**src/core/dams_regs.vh**
```
// Purpose: constants for the dual converter mode sequencer
// Assumes: special function register addresses are 8 bits wide
// Notes:   definitions only
`ifndef DAMS_REGS_VH
`define DAMS_REGS_VH

// register addresses
`define DAMS_ADDR_STAT      8'hd8
`define DAMS_ADDR_MODE      8'hd1
`define DAMS_ADDR_CON0      8'hd2
`define DAMS_ADDR_CON1      8'hd3
`define DAMS_ADDR_SF        8'hd4

// reset values and maximum decimation factor
`define DAMS_CON0_RST       8'h07
`define DAMS_CON1_RST       8'h00
`define DAMS_MODE_RST       8'h00
`define DAMS_SF_RST         8'h45
`define DAMS_SF_MAX         8'hff

// mode register fields
`define DAMS_MODE_EN0       5
`define DAMS_MODE_EN1       4
`define DAMS_MODE_MD_HI     2
`define DAMS_MODE_MD_LO     0
`define DAMS_MODE_MASK      8'h37

// control register fields
`define DAMS_CON_XREF       6
`define DAMS_CON_CH_HI      5
`define DAMS_CON_CH_LO      4
`define DAMS_CON_UNI        3
`define DAMS_CON0_MASK      8'h7f
`define DAMS_CON1_MASK      8'h78

// status register fields
`define DAMS_STAT_PRIMARY_READY_FLAG      7
`define DAMS_STAT_AUX_READY_FLAG      6
`define DAMS_STAT_CAL       5
`define DAMS_STAT_ERR0      3
`define DAMS_STAT_AUX_ERROR_FLAG      2

// mode codes
`define DAMS_MD_PDOWN       3'h0
`define DAMS_MD_IDLE        3'h1
`define DAMS_MD_SINGLE      3'h2
`define DAMS_MD_CONT        3'h3
`define DAMS_MD_ZS_INT      3'h4
`define DAMS_MD_FS_INT      3'h5
`define DAMS_MD_ZS_SYS      3'h6
`define DAMS_MD_FS_SYS      3'h7

// channel codes
`define DAMS_CH0_SHORT      2'h2
`define DAMS_CH1_TEMP       2'h2

// input mux codes driven to the analog front end
`define DAMS_MUX_PINS       2'h0
`define DAMS_MUX_SHORT      2'h1
`define DAMS_MUX_REF        2'h2

// timing
`define DAMS_MCLK_PS        4000
`define DAMS_MOD_PS         30517578
`define DAMS_MOD_DIV        (`DAMS_MOD_PS / `DAMS_MCLK_PS)
`define DAMS_OUT_MOD        24
`define DAMS_SETTLE_OUTS    2'h2
`define DAMS_ALIGN_MAX      2'h3

// coding offsets
`define DAMS_BIPOLAR_OFS    24'h800000
`define DAMS_UNIPOLAR_OFS   24'h000000

`endif

```
**src/core/dams_conv_chan.v**
```verilog
// Purpose: one converter channel result sequencing
// Assumes: tick marks one filter output period
// Notes:   result takes two periods to settle after reset
`timescale 1ns/10ps
`default_nettype none
`include "dams_regs.vh"

module dams_conv_chan (
  // clock and reset
  input  wire        mclk,
  input  wire        rstn,
  // control
  input  wire        restart,
  input  wire        run,
  input  wire        tick,
  input  wire [1:0]  align_outs,
  // result
  output reg         done
);

  // settle plus alignment reaches five periods, so three bits are needed
  reg  [2:0] wait_reg;

  always @(posedge mclk)
  begin
    if (!rstn || restart || !run)
    begin
      wait_reg <= {1'b0, `DAMS_SETTLE_OUTS} + {1'b0, align_outs};
      done     <= 1'b0;
    end
    else
    begin
      done <= 1'b0;
      if (tick)
      begin
        if (wait_reg <= 3'h1)
        begin
          done     <= 1'b1;
          wait_reg <= 3'h1;
        end
        else
          wait_reg <= wait_reg - 3'h1;
      end
    end
  end

endmodule
`default_nettype wire

```
**src/core/dams_rate_gen.v**
```verilog
// Purpose: conversion period tick from the decimation factor
// Assumes: one tick per converter output period
// Notes:   period is factor modulator ticks times 24
`timescale 1ns/10ps
`default_nettype none
`include "dams_regs.vh"

module dams_rate_gen #(
  parameter MOD_DIV = 7629
)
(
  // clock and reset
  input  wire        mclk,
  input  wire        rstn,
  // control
  input  wire        restart,
  input  wire        run,
  input  wire [7:0]  factor,
  // tick
  output reg         tick
);

  reg  [23:0] pre_reg;
  reg  [15:0] cnt_reg;
  wire [15:0] period;
  wire        mod_tick;

  assign period   = {8'h00, factor} * 16'd24;
  assign mod_tick = (pre_reg == 24'h000000);

  always @(posedge mclk)
  begin
    if (!rstn || restart || !run)
    begin
      pre_reg <= 24'h000000;
      cnt_reg <= 16'h0000;
      tick    <= 1'b0;
    end
    else
    begin
      tick <= 1'b0;
      if (pre_reg == MOD_DIV[23:0] - 24'h000001)
        pre_reg <= 24'h000000;
      else
        pre_reg <= pre_reg + 24'h000001;
      if (mod_tick)
      begin
        if (cnt_reg >= period - 16'h0001)
        begin
          cnt_reg <= 16'h0000;
          tick    <= 1'b1;
        end
        else
          cnt_reg <= cnt_reg + 16'h0001;
      end
    end
  end

endmodule
`default_nettype wire

```
**src/core/dams_top.v**
```verilog
// Purpose: mode sequencer for a primary and an auxiliary converter
// Assumes: core writes and reads registers through sfr_* in one cycle
// Notes:   analog front end controlled through mux and coding outputs
`timescale 1ns/10ps
`default_nettype none
`include "dams_regs.vh"

// Operation
// - continuous mode writes results at the decimation update rate while the ready flag is clear
// - internal zero-scale calibration shorts enabled converter inputs
// - internal full-scale calibration routes selected reference to input
// - system zero-scale calibration measures the channel-selected pins
// - system full-scale calibration measures the channel-selected pins
// - a mode field write changing value resets both converters
// - a mode field write keeping value also resets both converters
// - primary control write while enabled, or enable rise, resets both
// - auxiliary control write resets only auxiliary; enable rise is a mode write and resets both
// - primary keeps converting undisturbed through auxiliary resets
// - auxiliary aligns to primary outputs, up to three periods late
// - calibration code write clears both ready flags then starts
// - calibration end writes cal registers, flags, mode field to 000
// - auxiliary calibration with temperature sensor selected fails
// - failed calibration sets aux ready and error, keeps cal registers
// - calibrations always use maximum decimation factor
// - primary control bit 6 picks external or internal reference
// - primary control at D2H, resets to 07H
// - single conversion updates results and flags then mode to 000
// - primary results blocked while its ready flag is set
// - primary control bit 3 picks unipolar or bipolar coding
module dams_top #(
  parameter MOD_DIV = `DAMS_MOD_DIV
)
(
  // clock and reset
  input  wire        mclk,
  input  wire        rstn,
  // special function register port
  input  wire        sfr_wr,
  input  wire        sfr_rd,
  input  wire [7:0]  sfr_addr,
  input  wire [7:0]  sfr_wdata,
  output reg  [7:0]  sfr_rdata,
  // converter data from the analog filters
  input  wire [23:0] conv0_data,
  input  wire [15:0] conv1_data,
  // analog front end control
  output reg         pwr0_on,
  output reg         pwr1_on,
  output reg  [1:0]  mux0_sel,
  output reg  [1:0]  mux1_sel,
  output reg         extref0_on,
  output reg         extref1_on,
  output reg  [23:0] code0_offset,
  output reg  [7:0]  dec_factor,
  // results
  output reg  [23:0] result0_reg,
  output reg  [15:0] result1_reg,
  output reg  [23:0] cal0_zero_reg,
  output reg  [23:0] cal0_full_reg,
  output reg  [15:0] cal1_zero_reg,
  output reg  [15:0] cal1_full_reg,
  output reg         cal_write_pulse
);

  localparam ST_IDLE = 2'h0;
  localparam ST_RUN  = 2'h1;
  localparam ST_DONE = 2'h2;

  reg  [7:0] converter_mode_reg;
  reg  [7:0] primary_adc_control;
  reg  [7:0] aux_converter_control;
  reg  [7:0] decimation_factor_reg;
  reg        primary_ready_flag;
  reg        aux_ready_flag;
  reg        cal_flag_reg;
  reg        primary_error_flag;
  reg        aux_error_flag;
  reg  [1:0] state_reg;
  reg        got0_reg;
  reg        got1_reg;

  wire [2:0] op_mode_field;
  wire       primary_enable_bit;
  wire       aux_enable_bit;
  wire       wr_mode;
  wire       wr_con0;
  wire       wr_con1;
  wire       wr_sf;
  wire       wr_stat;
  wire [7:0] new_mode;
  wire       rst_both;
  wire       rst_aux;
  wire       is_cal_code;
  wire       active0;
  wire       active1;
  wire       tick;
  wire       done0;
  wire       done1;
  wire       aux_temp_sel;
  wire [1:0] align_outs;
  wire       conv_mode;
  wire [7:0] stat_value;

  assign op_mode_field      = converter_mode_reg[`DAMS_MODE_MD_HI:`DAMS_MODE_MD_LO];
  assign primary_enable_bit = converter_mode_reg[`DAMS_MODE_EN0];
  assign aux_enable_bit     = converter_mode_reg[`DAMS_MODE_EN1];
  assign wr_mode = sfr_wr && (sfr_addr == `DAMS_ADDR_MODE);
  assign wr_con0 = sfr_wr && (sfr_addr == `DAMS_ADDR_CON0);
  assign wr_con1 = sfr_wr && (sfr_addr == `DAMS_ADDR_CON1);
  assign wr_sf   = sfr_wr && (sfr_addr == `DAMS_ADDR_SF);
  assign wr_stat = sfr_wr && (sfr_addr == `DAMS_ADDR_STAT);
  assign new_mode = sfr_wdata & `DAMS_MODE_MASK;

  // any mode write resets both, value change or not
  assign rst_both = wr_mode
                  || (wr_con0 && primary_enable_bit)
                  || (wr_mode && new_mode[`DAMS_MODE_EN0] && !primary_enable_bit);
  // aux-only reset leaves the primary chain untouched
  assign rst_aux  = wr_con1
                  || (wr_mode && new_mode[`DAMS_MODE_EN1] && !aux_enable_bit);

  assign is_cal_code = op_mode_field[2];
  assign conv_mode   = (op_mode_field == `DAMS_MD_CONT) || (op_mode_field == `DAMS_MD_SINGLE);
  assign active0 = primary_enable_bit && (conv_mode || is_cal_code);
  assign active1 = aux_enable_bit && (conv_mode || is_cal_code);
  assign aux_temp_sel =
    (aux_converter_control[`DAMS_CON_CH_HI:`DAMS_CON_CH_LO] == `DAMS_CH1_TEMP);
  // aux falls into step with primary outputs when primary is running
  assign align_outs = active0 ? `DAMS_ALIGN_MAX : 2'h0;

  assign stat_value = {primary_ready_flag, aux_ready_flag, cal_flag_reg, 1'b0,
                       primary_error_flag, aux_error_flag, 2'b00};

  // shared rate generator; primary resets restart it, aux resets do not
  dams_rate_gen #(
    .MOD_DIV (MOD_DIV)
  ) u_rate (
    .mclk    (mclk),
    .rstn    (rstn),
    .restart (rst_both),
    .run     (active0 || active1),
    .factor  (dec_factor),
    .tick    (tick)
  );

  dams_conv_chan u_chan0 (
    .mclk       (mclk),
    .rstn       (rstn),
    .restart    (rst_both),
    .run        (active0),
    .tick       (tick),
    .align_outs (2'h0),
    .done       (done0)
  );

  dams_conv_chan u_chan1 (
    .mclk       (mclk),
    .rstn       (rstn),
    .restart    (rst_both || rst_aux),
    .run        (active1),
    .tick       (tick),
    .align_outs (align_outs),
    .done       (done1)
  );

  // register writes and sequencing
  always @(posedge mclk)
  begin
    if (!rstn)
    begin
      converter_mode_reg    <= `DAMS_MODE_RST;
      primary_adc_control   <= `DAMS_CON0_RST;
      aux_converter_control <= `DAMS_CON1_RST;
      decimation_factor_reg <= `DAMS_SF_RST;
      primary_ready_flag    <= 1'b0;
      aux_ready_flag        <= 1'b0;
      cal_flag_reg          <= 1'b0;
      primary_error_flag    <= 1'b0;
      aux_error_flag        <= 1'b0;
      state_reg             <= ST_IDLE;
      got0_reg              <= 1'b0;
      got1_reg              <= 1'b0;
      result0_reg           <= 24'h000000;
      result1_reg           <= 16'h0000;
      cal0_zero_reg         <= 24'h000000;
      cal0_full_reg         <= 24'h000000;
      cal1_zero_reg         <= 16'h0000;
      cal1_full_reg         <= 16'h0000;
      cal_write_pulse       <= 1'b0;
    end
    else
    begin
      cal_write_pulse <= 1'b0;
      if (wr_con0)
        primary_adc_control <= sfr_wdata & `DAMS_CON0_MASK;
      if (wr_con1)
        aux_converter_control <= sfr_wdata & `DAMS_CON1_MASK;
      // rate is locked while a converter is active
      if (wr_sf && !(active0 || active1))
        decimation_factor_reg <= sfr_wdata;
      if (wr_stat)
      begin
        primary_ready_flag <= sfr_wdata[`DAMS_STAT_PRIMARY_READY_FLAG];
        aux_ready_flag     <= sfr_wdata[`DAMS_STAT_AUX_READY_FLAG];
      end
      if (wr_mode)
      begin
        converter_mode_reg <= new_mode;
        state_reg          <= ST_RUN;
        got0_reg           <= 1'b0;
        got1_reg           <= 1'b0;
        cal_flag_reg       <= 1'b0;
        primary_error_flag <= 1'b0;
        aux_error_flag     <= 1'b0;
        if (new_mode[2])
        begin
          primary_ready_flag <= 1'b0;
          aux_ready_flag     <= 1'b0;
        end
      end
      else
      begin
        case (state_reg)
          ST_IDLE:
            state_reg <= ST_IDLE;
          ST_RUN:
          begin
            if (done0 && active0 && !got0_reg)
            begin
              if (is_cal_code)
              begin
                got0_reg           <= 1'b1;
                primary_ready_flag <= 1'b1;
                cal_write_pulse    <= 1'b1;
                if (!op_mode_field[0])
                  cal0_zero_reg <= conv0_data;
                else
                  cal0_full_reg <= conv0_data;
              end
              else if (!primary_ready_flag)
              begin
                result0_reg        <= conv0_data;
                primary_ready_flag <= 1'b1;
                got0_reg           <= (op_mode_field == `DAMS_MD_SINGLE);
              end
            end
            if (done1 && active1 && !got1_reg)
            begin
              if (is_cal_code)
              begin
                got1_reg       <= 1'b1;
                aux_ready_flag <= 1'b1;
                if (aux_temp_sel)
                  aux_error_flag <= 1'b1;
                else
                begin
                  cal_write_pulse <= 1'b1;
                  if (!op_mode_field[0])
                    cal1_zero_reg <= conv1_data;
                  else
                    cal1_full_reg <= conv1_data;
                end
              end
              else if (!aux_ready_flag)
              begin
                result1_reg    <= conv1_data;
                aux_ready_flag <= 1'b1;
                got1_reg       <= (op_mode_field == `DAMS_MD_SINGLE);
              end
            end
            if ((is_cal_code || op_mode_field == `DAMS_MD_SINGLE)
                && (got0_reg || !active0) && (got1_reg || !active1)
                && (active0 || active1))
              state_reg <= ST_DONE;
          end
          ST_DONE:
          begin
            // back to power-down once every enabled channel finished
            if (is_cal_code)
              cal_flag_reg <= 1'b1;
            converter_mode_reg[`DAMS_MODE_MD_HI:`DAMS_MODE_MD_LO] <= `DAMS_MD_PDOWN;
            state_reg <= ST_IDLE;
          end
          default:
            state_reg <= ST_IDLE;
        endcase
      end
    end
  end

  // analog front end steering, registered
  always @(posedge mclk)
  begin
    if (!rstn)
    begin
      pwr0_on      <= 1'b0;
      pwr1_on      <= 1'b0;
      mux0_sel     <= `DAMS_MUX_PINS;
      mux1_sel     <= `DAMS_MUX_PINS;
      extref0_on   <= 1'b0;
      extref1_on   <= 1'b0;
      code0_offset <= `DAMS_BIPOLAR_OFS;
      dec_factor   <= `DAMS_SF_RST;
      sfr_rdata    <= 8'h00;
    end
    else
    begin
      pwr0_on <= active0;
      pwr1_on <= active1;
      extref0_on <= primary_adc_control[`DAMS_CON_XREF];
      extref1_on <= aux_converter_control[`DAMS_CON_XREF];
      code0_offset <= primary_adc_control[`DAMS_CON_UNI] ?
                      `DAMS_UNIPOLAR_OFS : `DAMS_BIPOLAR_OFS;
      dec_factor <= is_cal_code ? `DAMS_SF_MAX : decimation_factor_reg;
      case (op_mode_field)
        `DAMS_MD_ZS_INT:
        begin
          mux0_sel <= `DAMS_MUX_SHORT;
          mux1_sel <= `DAMS_MUX_SHORT;
        end
        `DAMS_MD_FS_INT:
        begin
          mux0_sel <= `DAMS_MUX_REF;
          mux1_sel <= `DAMS_MUX_REF;
        end
        default:
        begin
          // system cal and conversions use the channel-selected pins
          mux0_sel <= (primary_adc_control[`DAMS_CON_CH_HI:`DAMS_CON_CH_LO]
                       == `DAMS_CH0_SHORT) ? `DAMS_MUX_SHORT : `DAMS_MUX_PINS;
          mux1_sel <= `DAMS_MUX_PINS;
        end
      endcase
      case (sfr_addr)
        `DAMS_ADDR_STAT: sfr_rdata <= stat_value;
        `DAMS_ADDR_MODE: sfr_rdata <= converter_mode_reg;
        `DAMS_ADDR_CON0: sfr_rdata <= primary_adc_control;
        `DAMS_ADDR_CON1: sfr_rdata <= aux_converter_control;
        `DAMS_ADDR_SF:   sfr_rdata <= decimation_factor_reg;
        default:         sfr_rdata <= 8'h00;
      endcase
    end
  end

endmodule
`default_nettype wire

```
**config.mk**
```make
export PLATFORM = sky130hd
export DESIGN_NAME = dams_top
export DESIGN_NICKNAME = d
export VERILOG_FILES = /design/src/core/dams_conv_chan.v /design/src/core/dams_rate_gen.v /design/src/core/dams_top.v
export VERILOG_INCLUDE_DIRS = /design/src /design/src/core
export SDC_FILE = /design/constraint.sdc
export NUM_CORES = 1
export LEC_CHECK = 0
export ABC_AREA = 0
export BUFFER_PORTS_ARGS = -buffer_cell sky130_fd_sc_hd__clkbuf_2
export CORE_ASPECT_RATIO = 1.5
export CORE_MARGIN = 4
export CORE_UTILIZATION = 58
export DETAILED_ROUTE_END_ITERATION = 16
export PLACE_DENSITY_LB_ADDON = 0.05
export SYNTH_ARGS = -nofsm -noshare
export SYNTH_HDL_FRONTEND = slang
export SYNTH_SLANG_ARGS = --single-unit
```
**constraint.sdc**
```tcl
create_clock -name mclk -period 10.7 [get_ports mclk]
set_input_delay 0.535 -clock mclk [delete_from_list [all_inputs] [get_ports mclk]]
set_output_delay 0.535 -clock mclk [all_outputs]
set_load 0.03 [all_outputs]
```
=== Word level (Yosys, flattened, before mapping) ===
Index checks and enable logic that the tools add are counted.
W data, S select, Z words.

* Flip-flop bits (word level): 250
* Bits of input ports: 60
* Output and inout port bits: 169

* Add/sub/neg operators: 6
* Multipliers: 1
* Magnitude comparators: 3
* Eq/ne operators: 17
* Multiplexer cells: 43
* Bitwise logic cells: 10
* Reduce and logical (&&, ||, !) cells: 63

{| class="wikitable"
|+ Operator list
! operator !! count
|-
| $eq A8 B8 Y1 const B || 5
|-
| $pmux W8 S5 || 1
|-
| $mux W1 || 30
|-
| $add A24 B1 Y24 const B || 1
|-
| $eq A24 B13 Y1 const B || 1
|-
| $logic_not A24 Y1 || 1
|-
| $mux W24 || 1
|-
| $logic_and A1 B1 Y1 || 20
|-
| $reduce_and A5 Y1 || 4
|-
| $mux W3 || 6
|-
| $add A16 B1 Y16 const B || 1
|-
| $ge A16 B16 Y1 || 1
|-
| $mux W16 || 1
|-
| $logic_or A1 B1 Y1 || 15
|-
| $sub A13 B1 Y14 const B || 1
|-
| $reduce_and A6 Y1 || 2
|-
| $reduce_or A2 Y1 || 6
|-
| $mul A8 B2 Y10 const B || 1
|-
| $not A1 Y1 || 10
|-
| $logic_not A1 Y1 || 8
|-
| $mux W8 || 1
|-
| $pmux W2 S2 || 2
|-
| $eq A2 B2 Y1 const B || 3
|-
| $eq A3 B2 Y1 const B || 2
|-
| other kinds (13) || 19
|}

=== Logic depth before layout (Yosys ltp) ===
Gate-level depths: netlist of run 1.

* Word-level depth: 12
* Gate-level depth with buffers: 18

=== Hierarchy ===
From an unflattened synthesis of run 1, not the netlist that was laid out.

* Cells, all modules: 1,077
* Area, all modules: 10,177.3 µm²

{| class="wikitable"
|+ Modules (own cells, without submodules)
! module !! times used !! cells an instance !! area each (µm²) !! seq. area each (µm²)
|-
| dams_top || 1 || 729 || 7,069.3 || 3,543.4
|-
| dams_rate_gen || 1 || 314 || 2,660.1 || 820.8
|-
| dams_conv_chan || 2 || 17 || 224.0 || 110.1
|}

=== Worst setup path before layout of run 1 ===
Ideal clock, no wire load.

* Path type: register to register
* Start point: register dec_factor[1]
* End point: register u_rate.cnt_reg[10]
* Setup time: 0.117 ns
* Arrival: 3.605 ns
* Data required time: 10.583 ns
* Path slack: 6.977 ns
* Stages on the path, launching flop included: 18
* Buffers on the path: 1
* Clock period less this slack: 3.723 ns
* Path through: dfxtp_1 ha_1 fa_1 nor3_1 nand2_1 nor4_4 a31oi_1 a221o_1 a221oi_2 ha_1 a21o_1 a21o_1 a21oi_1 nand2_1 o211ai_1 nand2_1 buf_2 nor2_1

* Longest elaborated chain between the ends: 4

{| class="wikitable"
|+ Ends and longest elaborated chain
! element !! line !! text
|-
| start: declaration || dams_top.v:54 || <nowiki>output reg [7:0] dec_factor,</nowiki>
|-
| start signal: assignment || dams_top.v:303 || <nowiki>dec_factor <= `DAMS_SF_RST;</nowiki>
|-
| start signal: assignment || dams_top.v:314 || <nowiki>dec_factor <= is_cal_code ? `DAMS_SF_MAX : decimation_factor_reg;</nowiki>
|-
| $mul A8 B2 Y10 || dams_rate_gen.v:28 || <nowiki>assign period = {8'h00, factor} * 16'd24;</nowiki>
|-
| $sub A13 B1 Y14 || dams_rate_gen.v:48 || <nowiki>if (cnt_reg >= period - 16'h0001)</nowiki>
|-
| $ge A16 B16 Y1 || dams_rate_gen.v:48 ||
|-
| $mux W16 || dams_rate_gen.v:48 ||
|-
| end signal: assignment || dams_rate_gen.v:54 || <nowiki>cnt_reg <= cnt_reg + 16'h0001;</nowiki>
|-
| end: declaration || dams_rate_gen.v:24 || <nowiki>reg [15:0] cnt_reg;</nowiki>
|}

No other way between the ends.
A chain may end at the register's enable or synchronous reset.

=== Final worst setup path of run 1 ===
* Start point: register dec_factor[1]
* End point: register u_rate.cnt_reg[1]

The elaborated chain is that of the path after synthesis.

==> results of run 1 <==
cell families (layout without fill, tap and decap cells):
group	Yosys count	in the layout	share of synthesized area (%)
xor gates and xnor gates	46	46	4.27
buffers and inverters	88	268	4.70
adders and majority gates	30	30	3.99
other	1	24	0.0390
DFF	226	226	47.4
muxes	87	87	9.07
and+or+nand+nor	457	457	21.6
AOI/OAI and AO/OA	140	140	8.88
cells in the final DEF (no fill, tap or decap), types with 4 or more instances in the layout:
cell       count
dfxtp_1      223
clkbuf_2     204
nor2_1       169
nand2_1      161
mux2i_1       87
a21oi_1       83
ha_1          29
nand3_1       25
xnor2_1       23
conb_1        23
clkbuf_16     23
xor2_1        22
inv_1         16
nand4_1       14
and3_1        12
a22oi_1       12
nor3_1        11
nor2b_1       10
o21ai_0       10
a21o_1         9
nor4_1         7
buf_4          7
nand2b_1       6
or2_2          6
clkbuf_8       6
and2_1         5
or3_1          5
nor4_4         4
a31oi_1        4
clkbuf_1       4
metal layers:
layer  share of wire [%]  up-vias  track usage [%]  wire (um)
met1                  39     3757             28.2       9380
li1                    -     3971                -          -
met4                 3.1        2             8.11        748
met2                  51      224             44.6      12100
met5               0.046        -                0         11
met3                 7.1       47             6.82       1700
through the flow:
| step | hold WS (ps) | utilization (%) | setup WS [ps] | area [sq um] |
|---|---|---|---|---|
| floorplan | 372 | - | 6980 | 9690 |
| global placement | 395 | 65.5 | 6640 | 10700 |
| detailed placement | 396 | 65.5 | 6550 | 10700 |
| CTS | 269 | 70.1 | 6520 | 11400 |
| global route | 289 | 70.1 | 6110 | 11400 |
| finish | 285 | 70.1 | 6520 | 11400 |
where the power goes:
part           switching (uW)  total, uW  internal [uW]
Clock                     325        787            462
Combinational            34.0       44.8           10.7
Sequential              0.229        843            843
worst paths after layout:
| kind | cells after the start | slack, ps | endpoint | start |
|---|---|---|---|---|
| hold reg to reg | 1 | 410 | code0_offset[23] | primary_adc_control[3] |
| setup / recovery | 16 | 6520 | u_rate.cnt_reg[1] | dec_factor[1] |
| setup reg to reg | 16 | 6520 | u_rate.cnt_reg[1] | dec_factor[1] |
| hold / removal | 3 | 280 | cal0_zero_reg[18] | conv0_data[18] |
worst max-delay path: stages (launching register included):
cell	delay [ps]
dfxtp_1	390
ha_1	240
fa_1	410
and3_1	180
o21a_1	180
o21ai_0	190
nand2b_1	180
xnor2_1	300
nand4_1	220
ha_1	350
a21o_1	180
a21o_1	170
a21oi_1	180
nand2_1	80
o211ai_1	240
nand2_1	400
a21oi_1	220
synthesized netlist by cell type (3+ instances only):
library cell | count | area share (%)
xnor2_1 | 23 | 2.1
nand3_1 | 25 | 1.3
nor3_1 | 11 | 0.57
mux2i_1 | 87 | 9.1
nor4_1 | 7 | 0.46
xor2_1 | 22 | 2.0
a21o_1 | 9 | 0.70
and2_1 | 5 | 0.33
and4b_1 | 3 | 0.31
ha_1 | 29 | 3.8
dfxtp_1 | 223 | 46
or3_1 | 5 | 0.33
or4_1 | 3 | 0.23
nand2_1 | 161 | 6.3
or2_2 | 6 | 0.39
buf_2 | 7 | 0.36
a31oi_1 | 4 | 0.26
nor2b_1 | 10 | 0.65
nor2_1 | 169 | 6.6
a22oi_1 | 12 | 0.94
o21ai_0 | 10 | 0.52
inv_1 | 16 | 0.63
nand4_1 | 14 | 0.91
nand2b_1 | 6 | 0.39
and3_1 | 12 | 0.78
o21a_1 | 3 | 0.23
a21oi_1 | 83 | 4.3
and4_1 | 3 | 0.27
clkbuf_1 | 34 | 1.3
edfxtp_1 | 3 | 0.94
buf_4 | 28 | 2.2
cell type report:
class | instances | area [sq um] | area share, %
Clock inverter | 7 | 76.3 | 0.669
Sequential cell | 226 | 4550 | 39.9
Timing Repair Buffer | 211 | 1070 | 9.41
Antenna cell | 1 | 2.50 | 0.0219
Multi-Input combinational cell | 783 | 4700 | 41.2
Tap cell | 206 | 258 | 2.26
Inverter | 17 | 66.3 | 0.582
Clock buffer | 33 | 673 | 5.90
==> results.py, run 1 <==
metrics = {
    "run": {
        "drv_cap": 0,
    },
    "outcome": {
        "status": "complete, no violations",
    },
    "sta": {
        "hold_violations": 0,
        "rsz0062_at_grt": "no",
        "tns_ps": 0,
        "setup_viol": 0,
        "period_share_pct": 39.0,
        "tightest_slew_ps": 1080,
        "relSlewSlack_pct": 27.9,
        "clock.fmax_ghz": 0.240,
        "fin_skew_ps": 13.6,
        "fin_crit_ps": 4180,
        "maxSlewViolCount": 0,
    },
    "critical_path": {
        "cp_max_fo": 16,
        "critical_path_class": "reg -> reg",
        "cp-start-kind": "flop",
        "cp_data_arrival_time_ps": 4590,
        "critPathCaptureType": "flop",
        "critPathRequiredTime_ps": 11110,
    },
    "power_and_ir_drop": {
        "ir_drop_uv": 178,
        "finalPower_uw": 1670,
        "power.leakage_uw": 0.00512,
        "power.density_nw_per_um2": 147,
    },
    "floorplanning": {
        "design.die.area_sq_um": 18700,
        "rows": 57,
        "coreArea_sq_um": 16300,
        "initial_core_util_pct": 59.1,
        "die_h_um": 166,
        "ios": 229,
        "die_width_um": 113,
    },
    "routing": {
        "wl_per_cell_um": 16.1,
        "via_count": 8001,
        "route.detailed.drc": 0,
        "vias_per_cell": 5.39,
        "antenna_left": 0,
        "firstDrtPassIters": 5,
        "drt-total-wl_um": 23900,
        "drt_iter0_drc": 414,
    },
    "cts": {
        "post-cts-setup-buffer-count": 0,
        "cts_buffers": 22,
        "cts.path.max_buffers": 3,
        "clock_sinks": 226,
        "cts_root_buf": "clkbuf_16",
        "ctsResizeCount": 0,
        "cts_tree": "done",
        "hold_buffers": 0,
        "clk_pin_slew_ps": 70,
        "cts_htree_levels": 1,
        "clock_latency_ps": 500,
    },
    "global_routing": {
        "grt_pass1_vias": 7881,
        "grt_usage_pct": 24.9,
        "gr-total-overflow": 0,
        "grt_pass1_wl_um": 38800,
        "antenna_found_initial": 2,
        "grt_max_degree": 98,
    },
    "final_layout": {
        "area_growth_pct": 18.7,
        "layout-drive-gt1-share_pct": 21.3,
        "final_nets": 1351,
        "instances_no_fill": 1484,
        "n_fill_cell": 1327,
    },
    "place": {
        "dp.cells": 1443,
        "dp_hpwl_um": 16900,
        "portBuffers": 204,
        "place_congestion": 0.861,
    },
    "synth": {
        "synth_cell_types": 63,
        "synth.cell_area_sq_um": 9610,
        "avgSynthCellArea_sq_um": 8.94,
        "ys_ff_latch": 226,
        "async_reset_ff_share_pct": 0,
        "synth-edff-count": 3,
        "yosysWarnings": 0,
        "synthCells": 1075,
        "ys.flop_type": "dfxtp_1",
        "ys_seq_area_share_pct": 47.4,
    },
    "hold_path": {
        "hp-class": "in -> reg",
    },
}
(Power assumes the default switching activity.)
==> run 2, diff against run 1 <==
CORE_UTILIZATION = 48   (was 58)
clock period = 3.6 ns   (was 10.7 ns; I/O delays follow)
==> run 2 against run 1 <==
Effect of this change: sequential power grew to 3.0 times the previous value; design area grew 8.0%; sequential share of layout area shrank 2.9 points; setup slack lost 6500 ps; sequential cell count is the same; worst hold slack lost 250 ps.
==> results.py, run 2 (synthesis gave the netlist of run 1 again) <==
metrics = {
    "power_and_ir_drop": {
        "pwr-share-seq_pct": 48.7,
        "finalPower_uw": 5150,
        "p_int_uw": 4050,
        "power.leakage_uw": 0.00549,
        "p_clk_share_pct": 47.9,
        "p_switching_uw": 1100,
        "p_sw_share_pct": 21.4,
        "pwr-share-comb_pct": 3.5,
        "ir_drop_uv": 665,
        "power.density_nw_per_um2": 418,
    },
    "final_layout": {
        "finish.instance_area_sq_um": 12300,
        "final_cell_mix": "dfxtp_1 (220), clkbuf_2 (204), nor2_1 (166), nand2_1 (159), mux2i_1 (87)",
        "multi_input_area_sq_um": 4830,
        "seq_area_sq_um": 4560,
        "n_fill_cell": 1771,
        "layout_commonest_cell": "dfxtp_1",
        "final_nets": 1421,
        "layout-drive-gt1-share_pct": 23.7,
        "area_growth_pct": 28.2,
    },
    "floorplanning": {
        "initial_core_util_pct": 48.7,
        "die_h_um": 181,
        "design.die.area_sq_um": 22400,
        "ios": 229,
        "rows": 63,
        "die_width_um": 124,
        "coreArea_sq_um": 19700,
    },
    "place": {
        "dpl_cell_area_sq_um": 10900,
        "place_congestion": 0.817,
        "dp_hpwl_um": 18200,
        "portBuffers": 204,
    },
    "critical_path": {
        "critical_path_class": "reg -> reg",
        "cp-start-kind": "flop",
        "critPathCaptureType": "flop",
        "regToRegSetupSlack_ps": 70,
        "critPathRequiredTime_ps": 4000,
        "cp_data_arrival_time_ps": 3930,
        "cp_max_fo": 8,
    },
    "global_routing": {
        "gr-total-overflow": 0,
        "grt_max_degree": 99,
        "grt_pass1_vias": 8123,
        "grt_pass1_wl_um": 41300,
        "antenna_found_initial": 1,
        "grt_usage_pct": 22.6,
    },
    "sta": {
        "period_share_pct": 98.1,
        "setup_viol": 0,
        "relSlewSlack_pct": 30.6,
        "clock.fmax_ghz": 0.283,
        "tightest_slew_ps": 1040,
        "fin_crit_ps": 3530,
        "worst_hold_slack_ps": 32.6,
        "maxSlewViolCount": 0,
        "rsz0062_at_grt": "yes",
        "hold_violations": 0,
        "fin_skew_ps": 11.6,
    },
    "cts": {
        "cts.path.max_buffers": 3,
        "clock_sinks": 226,
        "clock_latency_ps": 500,
        "cts_buffers": 23,
        "cts_tree": "done",
        "cts_htree_levels": 1,
        "cts_root_buf": "clkbuf_16",
        "clk_pin_slew_ps": 70,
    },
    "routing": {
        "route.detailed.drc": 0,
        "drt-total-wl_um": 25900,
        "wl_per_cell_um": 16.1,
        "drt_iter0_drc": 382,
        "antenna_left": 0,
        "firstDrtPassIters": 6,
        "vias_per_cell": 5.11,
        "via_count": 8213,
    },
    "hold_path": {
        "hp-class": "in -> reg",
    },
    "outcome": {
        "status": "complete, no violations",
    },
    "run": {
        "drv_cap": 0,
    },
}
==> run 2: worst paths after layout <==
kind	start	to	cells past startpoint
hold / removal	sfr_wdata[4]	converter_mode_reg[4]	3
setup reg to reg	dec_factor[1]	u_rate.cnt_reg[0]	17
hold reg to reg	primary_adc_control[3]	code0_offset[23]	1
setup / recovery	dec_factor[1]	u_rate.cnt_reg[0]	17
==> run 2: metrics by stage <==
stage | cells | setup WS [ps] | utilization, % | setup TNS (ps)
floorplan | 1097 | 23.0 | - | 0
global placement | 1514 | 67.8 | 55.3 | 0
detailed placement | 1514 | 3.94 | 55.3 | 0
CTS | 1602 | 18.7 | 61.7 | 0
global route | 1608 | -115 | 62.5 | -1630
finish | 1608 | 67.6 | 62.5 | 0
==> run 2: layer usage <==
| metal | wire length [um] | global-route usage, % |
|---|---|---|
| met1 | 10100 | 26.1 |
| met2 | 13100 | 39.5 |
| met3 | 1790 | 5.95 |
| met4 | 914 | 8.16 |
| met5 | 0 | 0 |
==> run 2: worst max-delay path: stages (launching register included) <==
cell       delay [ps]
dfxtp_2           360
ha_4              150
fa_2              460
nor3_4            240
nand2_2           100
nor4_4            360
a31oi_1           140
a221o_1           300
a221oi_2          280
ha_2              210
a21o_1            100
a21o_1            120
a21oi_2            60
nand2_1            50
o211ai_1          130
nand2_2           160
clkbuf_16         170
nor2_1             40
==> run 2: timing repair <==
action                     in CTS  in global routing
setup endpoints to repair       2                 16
setup buffers                   1                  4
cloned                          0                  1
hold buffers                   46                  0
pin swaps                       0                  6
hold endpoints to repair      132                  0
resized for setup               1                 24
==> run 2: layout make-up <==
class                   count  area share [%]
multi-input cells         783            39.2
flip-flops and latches    226            37.0
repair buffers            280            14.2
clock buffers              31            5.24
well taps                 260            2.64
clock inverters            10            1.11
inverters                  17           0.539
diodes                      1          0.0203
==> run 2: power by group through the flow <==
stage | Clock, uW | Sequential [uW] | Combinational (uW)
floorplan | 0 | 2560 | 89.8
global placement | 0 | 2560 | 137
detailed placement | 0 | 2560 | 137
CTS | 2520 | 2510 | 177
global route | 2610 | 2500 | 192
finish | 2460 | 2510 | 178
